--- config.mk ---
export PLATFORM = sky130hd
export DESIGN_NAME = card_init_voltage_switch
export DESIGN_NICKNAME = d
export VERILOG_FILES = /design/src/rtl/bit_sync2.v /design/src/rtl/resp_shifter.v /design/src/rtl/card_init_voltage_switch.v
export VERILOG_INCLUDE_DIRS = /design/src /design/src/rtl
export SDC_FILE = /design/constraint.sdc
export NUM_CORES = 1
export LEC_CHECK = 0
export BUFFER_PORTS_ARGS = -buffer_cell sky130_fd_sc_hd__buf_4
export CAP_MARGIN = 20
export CORE_MARGIN = 10
export CORE_UTILIZATION = 56
export DETAILED_ROUTE_END_ITERATION = 8
export PLACE_DENSITY = 0.87
export SLEW_MARGIN = 20
export SYNTH_ARGS = -nofsm -noshare
export SYNTH_HDL_FRONTEND = slang
export SYNTH_SLANG_ARGS = --single-unit
--- constraint.sdc ---
create_clock -name clk_i -period 9.2 [get_ports clk_i]
set_input_delay 1.84 -clock clk_i [delete_from_list [all_inputs] [get_ports clk_i]]
set_output_delay 1.84 -clock clk_i [all_outputs]
set_load 0.005 [all_outputs]
--- src/rtl/card_init_regs.vh ---
// Constants for the card-side initialisation and signal voltage switch logic
// Behaviour
// - Mode holds until next CMD0 or power
// - CMD8 echoes voltage and pattern, else silent
// - S18A set only if requested and switching
// - CMD11 answered with then UHS-I SDR12
// - CMD and DAT driven low after response
// - 1.8V settles within 5ms of clock stop
// - CMD driven high one clock after restart
// - DAT high one clock within 1ms
// - 1.8V survives CMD0, SPI refused afterwards
// - Relative address is nonzero, varies per access
// - CMD6 groups: speed, driver, current limit
// - Current limit 200mA default, high modes only
`ifndef CARD_INIT_REGS_VH
`define CARD_INIT_REGS_VH

// ============================================================
// Command indexes
`define CMD_GO_IDLE 6'h00
`define CMD_ALL_CID 6'h02
`define CMD_REL_ADDR 6'h03
`define CMD_SWITCH_FN 6'h06
`define CMD_SELECT 6'h07
`define CMD_IF_COND 6'h08
`define CMD_VOLT_SW 6'h0B
`define CMD_TUNING 6'h13
`define CMD_APP 6'h37
`define ACMD_BUS_WIDTH 6'h06
`define ACMD_OP_COND 6'h29
`define IDX_NONE 6'h3F

// ============================================================
// Card states; IDLE to TRAN also the status field
`define ST_IDLE 4'h0
`define ST_READY 4'h1
`define ST_IDENT 4'h2
`define ST_STBY 4'h3
`define ST_TRAN 4'h4
`define ST_VSW_LOW 4'h5
`define ST_VSW_STOP 4'h6
`define ST_VSW_CMDHI 4'h7
`define ST_VSW_DATHI 4'h8
`define ST_VSW_FAIL 4'h9

// ============================================================
// Field positions and values
`define STAT_LOCKED 25
`define STAT_RDY_DATA 8
`define STAT_APP 5
`define OCR_READY 31
`define OCR_CCS 30
`define OCR_S18A 24
`define OCR_WINDOW 24'hFF8000
`define VHS_SUPPORTED 4'h1
`define SPD_SDR12 3'h0
`define SPD_SDR50 3'h2
`define DRV_TYPE_B 2'h0
`define CUR_200MA 3'h0
`define BUS_W4 2'h2

// ============================================================
// Timing
`define CLK_NS 10
`define DUMMY_CLKS 74
`define INIT_BUSY_RESP 3
`define CLK_STOP_NS 20000
`define CLK_STOP_CYC ((`CLK_STOP_NS + `CLK_NS - 1) / `CLK_NS)
`define V18_SETTLE_MS 5
`define V18_SETTLE_CYC ((`V18_SETTLE_MS * 1000000) / `CLK_NS)

`endif

--- src/rtl/bit_sync2.v ---
// Two-flop synchroniser for a group of independent level inputs
`timescale 1ns/1ps
module bit_sync2 #(
    parameter W = 1
) (
    input wire clk_i, // System clock
    input wire sys_rst_i, // Async reset, active high
    input wire [W-1:0] async_i, // Inputs from outside the domain
    output wire [W-1:0] sync_o // Synchronised levels
);
    reg [W-1:0] meta_ff;
    reg [W-1:0] sync_ff;

    always @(posedge clk_i or posedge sys_rst_i)
    begin
        if (sys_rst_i)
        begin
            meta_ff <= {W{1'b0}};
            sync_ff <= {W{1'b0}};
        end
        else
        begin
            meta_ff <= async_i;
            sync_ff <= meta_ff;
        end
    end

    assign sync_o = sync_ff;
endmodule // bit_sync2

--- src/rtl/resp_shifter.v ---
// 48-bit response frame serialiser with CRC7, one bit per bus clock rising edge
`timescale 1ns/1ps
module resp_shifter (
    input wire clk_i, // System clock
    input wire sys_rst_i, // Async reset, active high
    input wire bus_rise_i, // Bus clock rising edge pulse
    input wire load_i, // Load a frame, pulse
    input wire [5:0] idx_i, // Index field
    input wire [31:0] arg_i, // Argument field
    input wire crc_en_i, // 1: CRC7, 0: all ones
    output wire bit_o, // Serial bit, registered
    output wire oe_o, // Line driven, registered
    output reg done_o // Last bit finished, pulse
);
    reg [47:0] sh_ff;
    reg [5:0] cnt_ff;
    reg oe_ff;
    wire [39:0] head;
    wire [6:0] crc;

    function [6:0] crc7;
        input [39:0] d;
        integer i;
        reg fb;
        begin
            crc7 = 7'h00;
            for (i = 39; i >= 0; i = i - 1)
            begin
                fb = d[i] ^ crc7[6];
                crc7 = {crc7[5:0], 1'b0} ^ (fb ? 7'h09 : 7'h00);
            end
        end
    endfunction

    assign head = {2'b00, idx_i, arg_i};
    assign crc = crc_en_i ? crc7(head) : 7'h7F;

    // ============================================================
    // Shifting; the frame starts on the edge after the load
    always @(posedge clk_i or posedge sys_rst_i)
    begin
        if (sys_rst_i)
        begin
            sh_ff <= 48'hFFFFFFFFFFFF;
            cnt_ff <= 6'h00;
            oe_ff <= 1'b0;
            done_o <= 1'b0;
        end
        else
        begin
            done_o <= 1'b0;
            if (load_i)
            begin
                sh_ff <= {head, crc, 1'b1};
                cnt_ff <= 6'd48;
            end
            else if (bus_rise_i && cnt_ff != 6'h00)
            begin
                oe_ff <= 1'b1;
                if (oe_ff)
                begin
                    sh_ff <= {sh_ff[46:0], 1'b1};
                    cnt_ff <= cnt_ff - 6'h01;
                    if (cnt_ff == 6'h01)
                    begin
                        oe_ff <= 1'b0;
                        done_o <= 1'b1;
                    end
                end
            end
        end
    end

    assign bit_o = sh_ff[47];
    assign oe_o = oe_ff;
endmodule // resp_shifter

--- src/rtl/card_init_voltage_switch.v ---
// Card-side initialisation, mode selection and 3.3V to 1.8V signal switch
`timescale 1ns/1ps
`include "card_init_regs.vh"
module card_init_voltage_switch #(
    parameter SETTLE_CYC = `V18_SETTLE_CYC,
    parameter INIT_BUSY = `INIT_BUSY_RESP
) (
    input wire clk_i, // System clock, 100 MHz
    input wire sys_rst_i, // Power-on reset, async, active high
    input wire sd_clk_i, // Bus clock pin
    input wire cmd_i, // CMD line level
    input wire dat3_i, // DAT3 / card detect level
    input wire uhs_cap_i, // Card able to switch to 1.8V
    input wire reg_ok_i, // 1.8V regulator stable
    input wire locked_i, // Card is password locked
    output reg cmd_o, // CMD drive value
    output reg cmd_oe_o, // CMD driven
    output reg [3:0] dat_o, // DAT drive values
    output reg dat_oe_o, // DAT[3:0] driven
    output wire spi_mode_o, // SPI mode selected
    output wire sig18_en_o, // Regulator enable, 1.8V signalling
    output wire uhs_mode_o, // UHS-I timing in force
    output wire bus4_o, // 4-bit bus selected
    output wire [2:0] speed_o, // Bus speed mode
    output wire [1:0] drv_type_o, // Driver strength
    output wire [2:0] cur_lim_o, // Selected current limit
    output wire cur_lim_act_o, // Current limit in effect
    output wire [3:0] state_o, // Card state
    output wire [15:0] rca_o, // Relative address
    output wire cid_req_o, // Send identification, pulse
    output wire tune_req_o, // Send tuning block, pulse
    output wire vsw_fail_o // Voltage switch failed
);
    wire [3:0] sync_q;
    wire bus_clk_s;
    wire cmd_s;
    wire dat3_s;
    wire reg_ok_s;
    wire bus_rise;
    wire tx_bit;
    wire tx_oe;
    wire tx_done;
    wire in_vsw;
    wire rx_en;
    wire [5:0] rx_idx;
    wire [31:0] rx_arg;
    wire [31:0] r1_stat;
    reg bus_clk_d_ff;
    reg [6:0] dummy_cnt_ff;
    reg [46:0] rx_sh_ff;
    reg [5:0] rx_cnt_ff;
    reg cmd_vld_ff;
    reg [3:0] state_ff;
    reg app_ff;
    reg spi_ff;
    reg v18_ff;
    reg sig18_ff;
    reg uhs_ff;
    reg s18r_ff;
    reg s18a_ff;
    reg [7:0] busy_cnt_ff;
    reg vsw_pend_ff;
    reg [15:0] rca_ff;
    reg [15:0] lfsr_ff;
    reg bus4_ff;
    reg [2:0] speed_ff;
    reg [1:0] drv_ff;
    reg [2:0] cur_ff;
    reg cid_req_ff;
    reg tune_req_ff;
    reg fail_ff;
    reg tx_load_ff;
    reg [5:0] tx_idx_ff;
    reg [31:0] tx_arg_ff;
    reg tx_crc_ff;
    reg vcmd_ff;
    reg vcmd_oe_ff;
    reg [31:0] tmr_ff;

    // ============================================================
    // Pin synchronisers and bus clock edge detection
    bit_sync2 #(.W(4)) u_sync (
        .clk_i(clk_i),
        .sys_rst_i(sys_rst_i),
        .async_i({sd_clk_i, cmd_i, dat3_i, reg_ok_i}),
        .sync_o(sync_q)
    );
    assign bus_clk_s = sync_q[3];
    assign cmd_s = sync_q[2];
    assign dat3_s = sync_q[1];
    assign reg_ok_s = sync_q[0];
    assign bus_rise = bus_clk_s & ~bus_clk_d_ff;

    resp_shifter u_tx (
        .clk_i(clk_i),
        .sys_rst_i(sys_rst_i),
        .bus_rise_i(bus_rise),
        .load_i(tx_load_ff),
        .idx_i(tx_idx_ff),
        .arg_i(tx_arg_ff),
        .crc_en_i(tx_crc_ff),
        .bit_o(tx_bit),
        .oe_o(tx_oe),
        .done_o(tx_done)
    );

    assign in_vsw = (state_ff >= `ST_VSW_LOW);
    assign rx_en = (dummy_cnt_ff == `DUMMY_CLKS) && !tx_oe && !tx_load_ff && !vsw_pend_ff && !in_vsw;
    assign rx_idx = rx_sh_ff[45:40];
    assign rx_arg = rx_sh_ff[39:8];

    function [31:0] status;
        input locked;
        input [3:0] st;
        input app;
        begin
            status = 32'h0;
            status[`STAT_LOCKED] = locked;
            status[12:9] = (st > `ST_TRAN) ? `ST_READY : st;
            status[`STAT_RDY_DATA] = 1'b1;
            status[`STAT_APP] = app;
        end
    endfunction
    assign r1_stat = status(locked_i, state_ff, app_ff);

    // ============================================================
    // Dummy clock count and command frame capture
    always @(posedge clk_i or posedge sys_rst_i)
    begin
        if (sys_rst_i)
        begin
            bus_clk_d_ff <= 1'b0;
            dummy_cnt_ff <= 7'h00;
            rx_sh_ff <= 47'h0;
            rx_cnt_ff <= 6'h00;
            cmd_vld_ff <= 1'b0;
        end
        else
        begin
            bus_clk_d_ff <= bus_clk_s;
            cmd_vld_ff <= 1'b0;
            if (bus_rise && dummy_cnt_ff != `DUMMY_CLKS)
                dummy_cnt_ff <= dummy_cnt_ff + 7'h01;
            if (bus_rise && rx_en)
            begin
                if (rx_cnt_ff == 6'h00)
                begin
                    if (!cmd_s)
                        rx_cnt_ff <= 6'h01;
                end
                else
                begin
                    rx_sh_ff <= {rx_sh_ff[45:0], cmd_s};
                    if (rx_cnt_ff == 6'd47)
                    begin
                        rx_cnt_ff <= 6'h00;
                        cmd_vld_ff <= 1'b1;
                    end
                    else
                        rx_cnt_ff <= rx_cnt_ff + 6'h01;
                end
            end
        end
    end

    // ============================================================
    // Command handling and voltage switch sequence
    always @(posedge clk_i or posedge sys_rst_i)
    begin
        if (sys_rst_i)
        begin
            state_ff <= `ST_IDLE;
            app_ff <= 1'b0;
            spi_ff <= 1'b0;
            v18_ff <= 1'b0;
            sig18_ff <= 1'b0;
            uhs_ff <= 1'b0;
            s18r_ff <= 1'b0;
            s18a_ff <= 1'b0;
            busy_cnt_ff <= 8'h00;
            vsw_pend_ff <= 1'b0;
            rca_ff <= 16'h0000;
            lfsr_ff <= 16'hACE1;
            bus4_ff <= 1'b0;
            speed_ff <= `SPD_SDR12;
            drv_ff <= `DRV_TYPE_B;
            cur_ff <= `CUR_200MA;
            cid_req_ff <= 1'b0;
            tune_req_ff <= 1'b0;
            fail_ff <= 1'b0;
            tx_load_ff <= 1'b0;
            tx_idx_ff <= 6'h00;
            tx_arg_ff <= 32'h0;
            tx_crc_ff <= 1'b1;
            vcmd_ff <= 1'b1;
            vcmd_oe_ff <= 1'b0;
            tmr_ff <= 32'h0;
            cmd_o <= 1'b1;
            cmd_oe_o <= 1'b0;
            dat_o <= 4'hF;
            dat_oe_o <= 1'b0;
        end
        else
        begin
            tx_load_ff <= 1'b0;
            cid_req_ff <= 1'b0;
            tune_req_ff <= 1'b0;
            tx_crc_ff <= 1'b1;
            // Free-running so the address differs per access
            lfsr_ff <= {lfsr_ff[14:0], lfsr_ff[15] ^ lfsr_ff[13] ^ lfsr_ff[12] ^ lfsr_ff[10]};
            cmd_o <= tx_oe ? tx_bit : vcmd_ff;
            cmd_oe_o <= tx_oe | vcmd_oe_ff;

            if (cmd_vld_ff && rx_sh_ff[46] && rx_sh_ff[0])
            begin
                app_ff <= 1'b0;
                tx_idx_ff <= rx_idx;
                tx_arg_ff <= r1_stat;
                if (rx_idx == `CMD_GO_IDLE && !app_ff)
                begin
                    state_ff <= `ST_IDLE;
                    busy_cnt_ff <= 8'h00;
                    s18a_ff <= 1'b0;
                    bus4_ff <= 1'b0;
                    spi_ff <= ~dat3_s & ~v18_ff;
                end
                // SPI mode keeps this logic out
                else if (spi_ff)
                    state_ff <= state_ff;
                else if (app_ff && rx_idx == `ACMD_OP_COND && state_ff == `ST_IDLE)
                begin
                    tx_idx_ff <= `IDX_NONE;
                    tx_crc_ff <= 1'b0;
                    tx_load_ff <= 1'b1;
                    tx_arg_ff <= {8'h00, `OCR_WINDOW};
                    if (rx_arg[23:0] != 24'h0)
                    begin
                        if (busy_cnt_ff == 8'h00)
                            s18r_ff <= rx_arg[`OCR_S18A];
                        if (busy_cnt_ff + 8'h01 >= INIT_BUSY[7:0])
                        begin
                            state_ff <= `ST_READY;
                            tx_arg_ff[`OCR_READY] <= 1'b1;
                            tx_arg_ff[`OCR_CCS] <= 1'b1;
                            // grant only if asked and able
                            tx_arg_ff[`OCR_S18A] <= s18r_or_first(busy_cnt_ff, s18r_ff, rx_arg[`OCR_S18A])
                                & uhs_cap_i & ~v18_ff;
                            s18a_ff <= s18r_or_first(busy_cnt_ff, s18r_ff, rx_arg[`OCR_S18A])
                                & uhs_cap_i & ~v18_ff;
                        end
                        else
                            busy_cnt_ff <= busy_cnt_ff + 8'h01;
                    end
                end
                else if (app_ff && rx_idx == `ACMD_BUS_WIDTH && state_ff == `ST_TRAN)
                begin
                    bus4_ff <= (rx_arg[1:0] == `BUS_W4);
                    tx_load_ff <= 1'b1;
                end
                else if (rx_idx == `CMD_APP)
                begin
                    app_ff <= 1'b1;
                    tx_arg_ff[`STAT_APP] <= 1'b1;
                    tx_load_ff <= 1'b1;
                end
                else if (rx_idx == `CMD_IF_COND && state_ff == `ST_IDLE)
                begin
                    if (rx_arg[11:8] == `VHS_SUPPORTED)
                    begin
                        tx_arg_ff <= {20'h0, rx_arg[11:0]};
                        tx_load_ff <= 1'b1;
                    end
                end
                // answer only after a granted S18A
                else if (rx_idx == `CMD_VOLT_SW && state_ff == `ST_READY && s18a_ff)
                begin
                    tx_load_ff <= 1'b1;
                    vsw_pend_ff <= 1'b1;
                    s18a_ff <= 1'b0;
                end
                else if (rx_idx == `CMD_ALL_CID && state_ff == `ST_READY)
                begin
                    state_ff <= `ST_IDENT;
                    cid_req_ff <= 1'b1;
                end
                else if (rx_idx == `CMD_REL_ADDR && (state_ff == `ST_IDENT || state_ff == `ST_STBY))
                begin
                    state_ff <= `ST_STBY;
                    rca_ff <= (lfsr_ff == 16'h0000) ? 16'h0001 : lfsr_ff;
                    tx_arg_ff <= {((lfsr_ff == 16'h0000) ? 16'h0001 : lfsr_ff), 3'b000, r1_stat[12:0]};
                    tx_load_ff <= 1'b1;
                end
                else if (rx_idx == `CMD_SELECT)
                begin
                    if (rx_arg[31:16] == rca_ff && state_ff == `ST_STBY)
                    begin
                        state_ff <= `ST_TRAN;
                        tx_load_ff <= 1'b1;
                    end
                    else if (rx_arg[31:16] != rca_ff && state_ff == `ST_TRAN)
                        state_ff <= `ST_STBY;
                end
                // groups 1, 3 and 4 when setting
                else if (rx_idx == `CMD_SWITCH_FN && state_ff == `ST_TRAN)
                begin
                    if (rx_arg[31] && rx_arg[3:0] != 4'hF)
                        speed_ff <= rx_arg[2:0];
                    if (rx_arg[31] && rx_arg[11:8] != 4'hF)
                        drv_ff <= rx_arg[9:8];
                    if (rx_arg[31] && rx_arg[15:12] != 4'hF)
                        cur_ff <= rx_arg[14:12];
                    tx_load_ff <= 1'b1;
                end
                else if (rx_idx == `CMD_TUNING && state_ff == `ST_TRAN)
                begin
                    tune_req_ff <= 1'b1;
                    tx_load_ff <= 1'b1;
                end
            end

            case (state_ff)
                `ST_READY:
                begin
                    // pull lines low right after response
                    if (vsw_pend_ff && tx_done)
                    begin
                        vsw_pend_ff <= 1'b0;
                        state_ff <= `ST_VSW_LOW;
                        vcmd_ff <= 1'b0;
                        vcmd_oe_ff <= 1'b1;
                        dat_o <= 4'h0;
                        dat_oe_o <= 1'b1;
                        tmr_ff <= 32'h0;
                    end
                end
                `ST_VSW_LOW:
                begin
                    // Clock stop is seen as no edge for a long idle spell
                    if (bus_rise)
                        tmr_ff <= 32'h0;
                    else if (tmr_ff == `CLK_STOP_CYC)
                    begin
                        state_ff <= `ST_VSW_STOP;
                        sig18_ff <= 1'b1;
                        tmr_ff <= 32'h0;
                    end
                    else
                        tmr_ff <= tmr_ff + 32'h1;
                end
                `ST_VSW_STOP:
                begin
                    if (tmr_ff != SETTLE_CYC)
                        tmr_ff <= tmr_ff + 32'h1;
                    else if (!reg_ok_s)
                        fail_ff <= 1'b1;
                    if (bus_rise)
                    begin
                        state_ff <= `ST_VSW_CMDHI;
                        vcmd_ff <= 1'b1;
                    end
                end
                `ST_VSW_CMDHI:
                begin
                    if (bus_rise)
                    begin
                        vcmd_oe_ff <= 1'b0;
                        // DAT high one clock on success
                        if (reg_ok_s && !fail_ff)
                        begin
                            dat_o <= 4'hF;
                            state_ff <= `ST_VSW_DATHI;
                        end
                        else
                        begin
                            fail_ff <= 1'b1;
                            state_ff <= `ST_VSW_FAIL;
                        end
                    end
                end
                `ST_VSW_DATHI:
                begin
                    if (bus_rise)
                    begin
                        dat_oe_o <= 1'b0;
                        v18_ff <= 1'b1;
                        uhs_ff <= 1'b1;
                        speed_ff <= `SPD_SDR12;
                        state_ff <= `ST_READY;
                    end
                end
                `ST_VSW_FAIL:
                    // DAT stays low so the host sees the failure until power cycle
                    state_ff <= `ST_VSW_FAIL;
                default:
                    vcmd_oe_ff <= 1'b0;
            endcase
        end
    end

    function s18r_or_first;
        input [7:0] cnt;
        input held;
        input now;
        begin
            s18r_or_first = (cnt == 8'h00) ? now : held;
        end
    endfunction

    assign spi_mode_o = spi_ff;
    assign sig18_en_o = sig18_ff;
    assign uhs_mode_o = uhs_ff;
    assign bus4_o = bus4_ff;
    assign speed_o = speed_ff;
    assign drv_type_o = drv_ff;
    assign cur_lim_o = cur_ff;
    // limit acts in SDR50 and faster only
    assign cur_lim_act_o = uhs_ff && (speed_ff >= `SPD_SDR50);
    assign state_o = state_ff;
    assign rca_o = rca_ff;
    assign cid_req_o = cid_req_ff;
    assign tune_req_o = tune_req_ff;
    assign vsw_fail_o = fail_ff;
endmodule // card_init_voltage_switch

==> results.cfg <==
[job]
maxCapViolCount = 0

[critical_path]
startpoint_type = register
crit_path_frequent_cell = nand3_1
crit_arrival_ns = 3.65
worstPathCellList = nor2b_1 -> nand3_1 -> o22a_1 -> a2111oi_2 -> nand3_1 -> nor3_1 -> xnor2_1 -> nor2_1
path_class = reg -> reg
rrSetupSlack_ns = 5.92
critPathMaxFanout = 15
cp_slowest_cell = nor2b_1
max_stage_delay_ns = 0.62
r2r_start = state_o[2]
timing.rr.end = tmr_ff[31]
cp-end-kind = register
worstRegToRegCells = 8
worst_ep_required_time_ns = 9.57

[clock_network]
cts_setup_buffers = 0
clock_sinks = 264
cts-hold-fix-buffers = 0
htree_levels = 1
clock_latency_ns = 0.54
cts_made_buffers = 28
root_buffer = clkbuf_16
tritoncts = done
clockBufferDepth = 3
cts_resized = 0
cts.clk_slew.worst_paths_ns = 0.06

[routing]
wl_per_cell_um = 18.19
dr.pass1.iters = 5
avgViaCountPerCell = 5.941
drc = 0
drt_iter0_markers = 869
vias = 9559
drt.antenna.violating_nets = 0
finalWirelength_mm = 29.27

[synth]
syn_area_um2 = 12550
ys_async_sr_fraction_pct = 100.0
synth_edf_count = 0
yosys.area_share.simple_pct = 19.63
synth_cell_types = 69
ys.flop_type = dfrtp_1
synth_xor_area_share_pct = 8.577
yosysWarnings = 0
synth.area.mux_share_pct = 4.598
yosys.area_share.adder_pct = 1.197
synthesis.nets = 1298
synth_top_family_by_area = simple AND/OR/NAND/NOR gates
ys_seq_area_share_pct = 53.25
synth_seq_cells = 264
syn_area_per_cell_um2 = 9.817
syn-instance-count = 1278
synth_compound_area_share_pct = 10.04

[layout]
utilization_pct = 64.18
fin_area_um2 = 14090
drive_gt1_share_pct = 14.52
num-fill-cells = 1608
diodes = 0
multiInputGateArea_um2 = 5542
finalNonFillerCells = 1609
seq_area_um2 = 6681
layout-area-overhead-vs-synth_pct = 12.33
layout_common_cells = nand2_1 (260), dfrtp_1 (204), nor2_1 (87), o21ai_0 (75), xnor2_1 (67)
layout_commonest_cell = nand2_1
finalNetCount = 1329

[worst_hold_path]
hold_depth = 0
min-delay-start = u_sync.meta_ff[1]
worstHoldPathType = reg -> reg
min_to = u_sync.sync_o[1]

[power_and_ir_drop]
intPower_w = 0.001904
p_leak_nw = 6.756
ir_worst_vdd_mv = 0.1502
p_sw_w = 0.0004962
powerDensity_nw_per_um2 = 170.3
clkPwrFrac_pct = 48.6
swShare_pct = 20.68
p_comb_share_pct = 1.9
seq_power_share_pct = 49.5

[floorplan]
dieArea_um2 = 28790
boundaryPins = 51
core-area_um2 = 21960
initial_core_util_pct = 57.13
die_h_um = 169.7
rows = 54
die_w_um = 169.7

[sta]
skew_ns = 0.01685
drv_slew = 0
fmax_ghz = 0.3047
min_period_over_period_pct = 35.67
worst_pin_slew_ns = 1.046
setup-tns-final_ns = 0
maxSlewHeadroom_pct = 30.24
hold_viol = 0
rsz0062_at_grt = false
setup_violations = 0
fin_crit_ns = 3.282

[placed_design]
post_dp_cell_area_um2 = 13120
placed_cells = 1559
port_buffers = 50
gp_congestion = 0.9354
hpwl_mm = 19.94

[grt]
track_usage_pct = 20.36
overflow = 0
grt_max_degree = 109
grt_pass1_wl_mm = 48.73
grt_pass1_vias = 9415
antenna_found_initial = 0

[run_status]
outcome = finished clean
layout make-up:
| class | instances | share of cell area (%) |
|---|---|---|
| Clock buffer | 41 | 5.975 |
| Clock inverter | 9 | 0.8612 |
| Inverter | 30 | 0.8523 |
| Multi-Input combinational cell | 927 | 39.32 |
| Sequential cell | 264 | 47.41 |
| Tap cell | 280 | 2.486 |
| Timing Repair Buffer | 58 | 3.090 |
power groups by stage:
stage / clock network [W] / registers (W) / logic, W
after floorplan: 0 / 0.00121 / 0.0000343
after global routing: 0.00123 / 0.00119 / 0.0000546
after CTS: 0.00118 / 0.00119 / 0.0000480
after detailed placement: 0 / 0.00121 / 0.0000481
final: 0.00117 / 0.00119 / 0.0000460
after global placement: 0 / 0.00121 / 0.0000454
metrics by stage:
step | total power (W) | worst slack [ns] | hold slack, ns
2_1_floorplan | 0.001239 | 0.1891 | 0.3312
6_report | 0.002400 | 5.918 | 0.3476
3_3_place_gp | 0.001253 | 5.593 | 0.3351
4_1_cts | 0.002417 | 5.822 | 0.3484
3_5_place_dp | 0.001256 | 5.552 | 0.3347
5_1_grt | 0.002478 | 5.648 | 0.3547
critical path, delay by kind of cell, from the launching register on:
family	cells	cell delay, ns
AOI/OAI and AO/OA	2	0.83
xor gates and xnor gates	1	0.15
DFF	1	0.61
and+or+nand+nor	5	1.54
synthesized netlist by cell type (3+ instances only):
master | count | area [um2]
a21oi_1 | 39 | 195.2
a221o_1 | 7 | 70.07
a22o_1 | 16 | 140.1
a2bb2oi_1 | 3 | 26.28
a31oi_1 | 9 | 56.30
and2_1 | 8 | 50.05
and3_1 | 26 | 162.7
buf_1 | 4 | 15.01
buf_4 | 3 | 22.52
clkbuf_1 | 48 | 180.2
dfrtp_1 | 205 | 5130
dfstp_2 | 59 | 1550
ha_1 | 12 | 150.1
inv_1 | 28 | 105.1
mux2_1 | 5 | 56.30
mux2_2 | 8 | 90.09
mux2i_1 | 43 | 430.4
nand2_1 | 260 | 975.9
nand2b_1 | 6 | 37.54
nand3_1 | 45 | 225.2
nand4_1 | 14 | 87.58
nor2_1 | 88 | 330.3
nor2b_1 | 3 | 18.77
nor3_1 | 22 | 110.1
nor3b_1 | 3 | 22.52
nor4_1 | 24 | 150.1
nor4b_1 | 4 | 35.03
o21ai_0 | 75 | 375.4
o21ai_1 | 27 | 135.1
o31ai_1 | 8 | 60.06
or2_2 | 6 | 37.54
or3_1 | 7 | 43.79
or4_1 | 3 | 22.52
xnor2_1 | 67 | 586.8
xnor2_2 | 3 | 48.80
xor2_1 | 44 | 385.4
sequential cells by signal, indices dropped and copies added (netlist names), 6 cells and up:
signal and count:
rx_sh_ff 47, u_tx.sh_ff 47, tmr_ff 32, tx_arg_ff 30, lfsr_ff 16, rca_o 16
busy_cnt_ff 8, dummy_cnt_ff 7, rx_cnt_ff 6, tx_idx_ff 6, u_tx.cnt_ff 6
routing by layer:
metal	track usage (%)	part of all wire, %
met5	0	0
met4	5.761	2.2
met3	2.954	6.2
met2	32.82	48
met1	28.11	43
worst max path at each step:
stage / cells after the start / slack [ns] / startpoint / to
final: 8 / 5.92 / state_o[2] / tmr_ff[31]
after floorplan: 1 / 0.19 / sys_rst_i / app_ff
after global placement: 3 / 5.59 / sys_rst_i / tx_load_ff
after CTS: 7 / 5.82 / state_o[1] / speed_o[2]
after detailed placement: 3 / 5.55 / sys_rst_i / tx_load_ff
after global routing: 7 / 5.65 / state_o[2] / tmr_ff[30]
cells by family after synthesis:
family,after synthesis
XOR/XNOR,117
flip-flops,264
multiplexers,56
AND/OR/NAND/NOR,534
buffers and inverters,87
adder cells (fa/ha/maj),12
AO/OA/AOI/OAI,208
(Power assumes the default switching activity.)
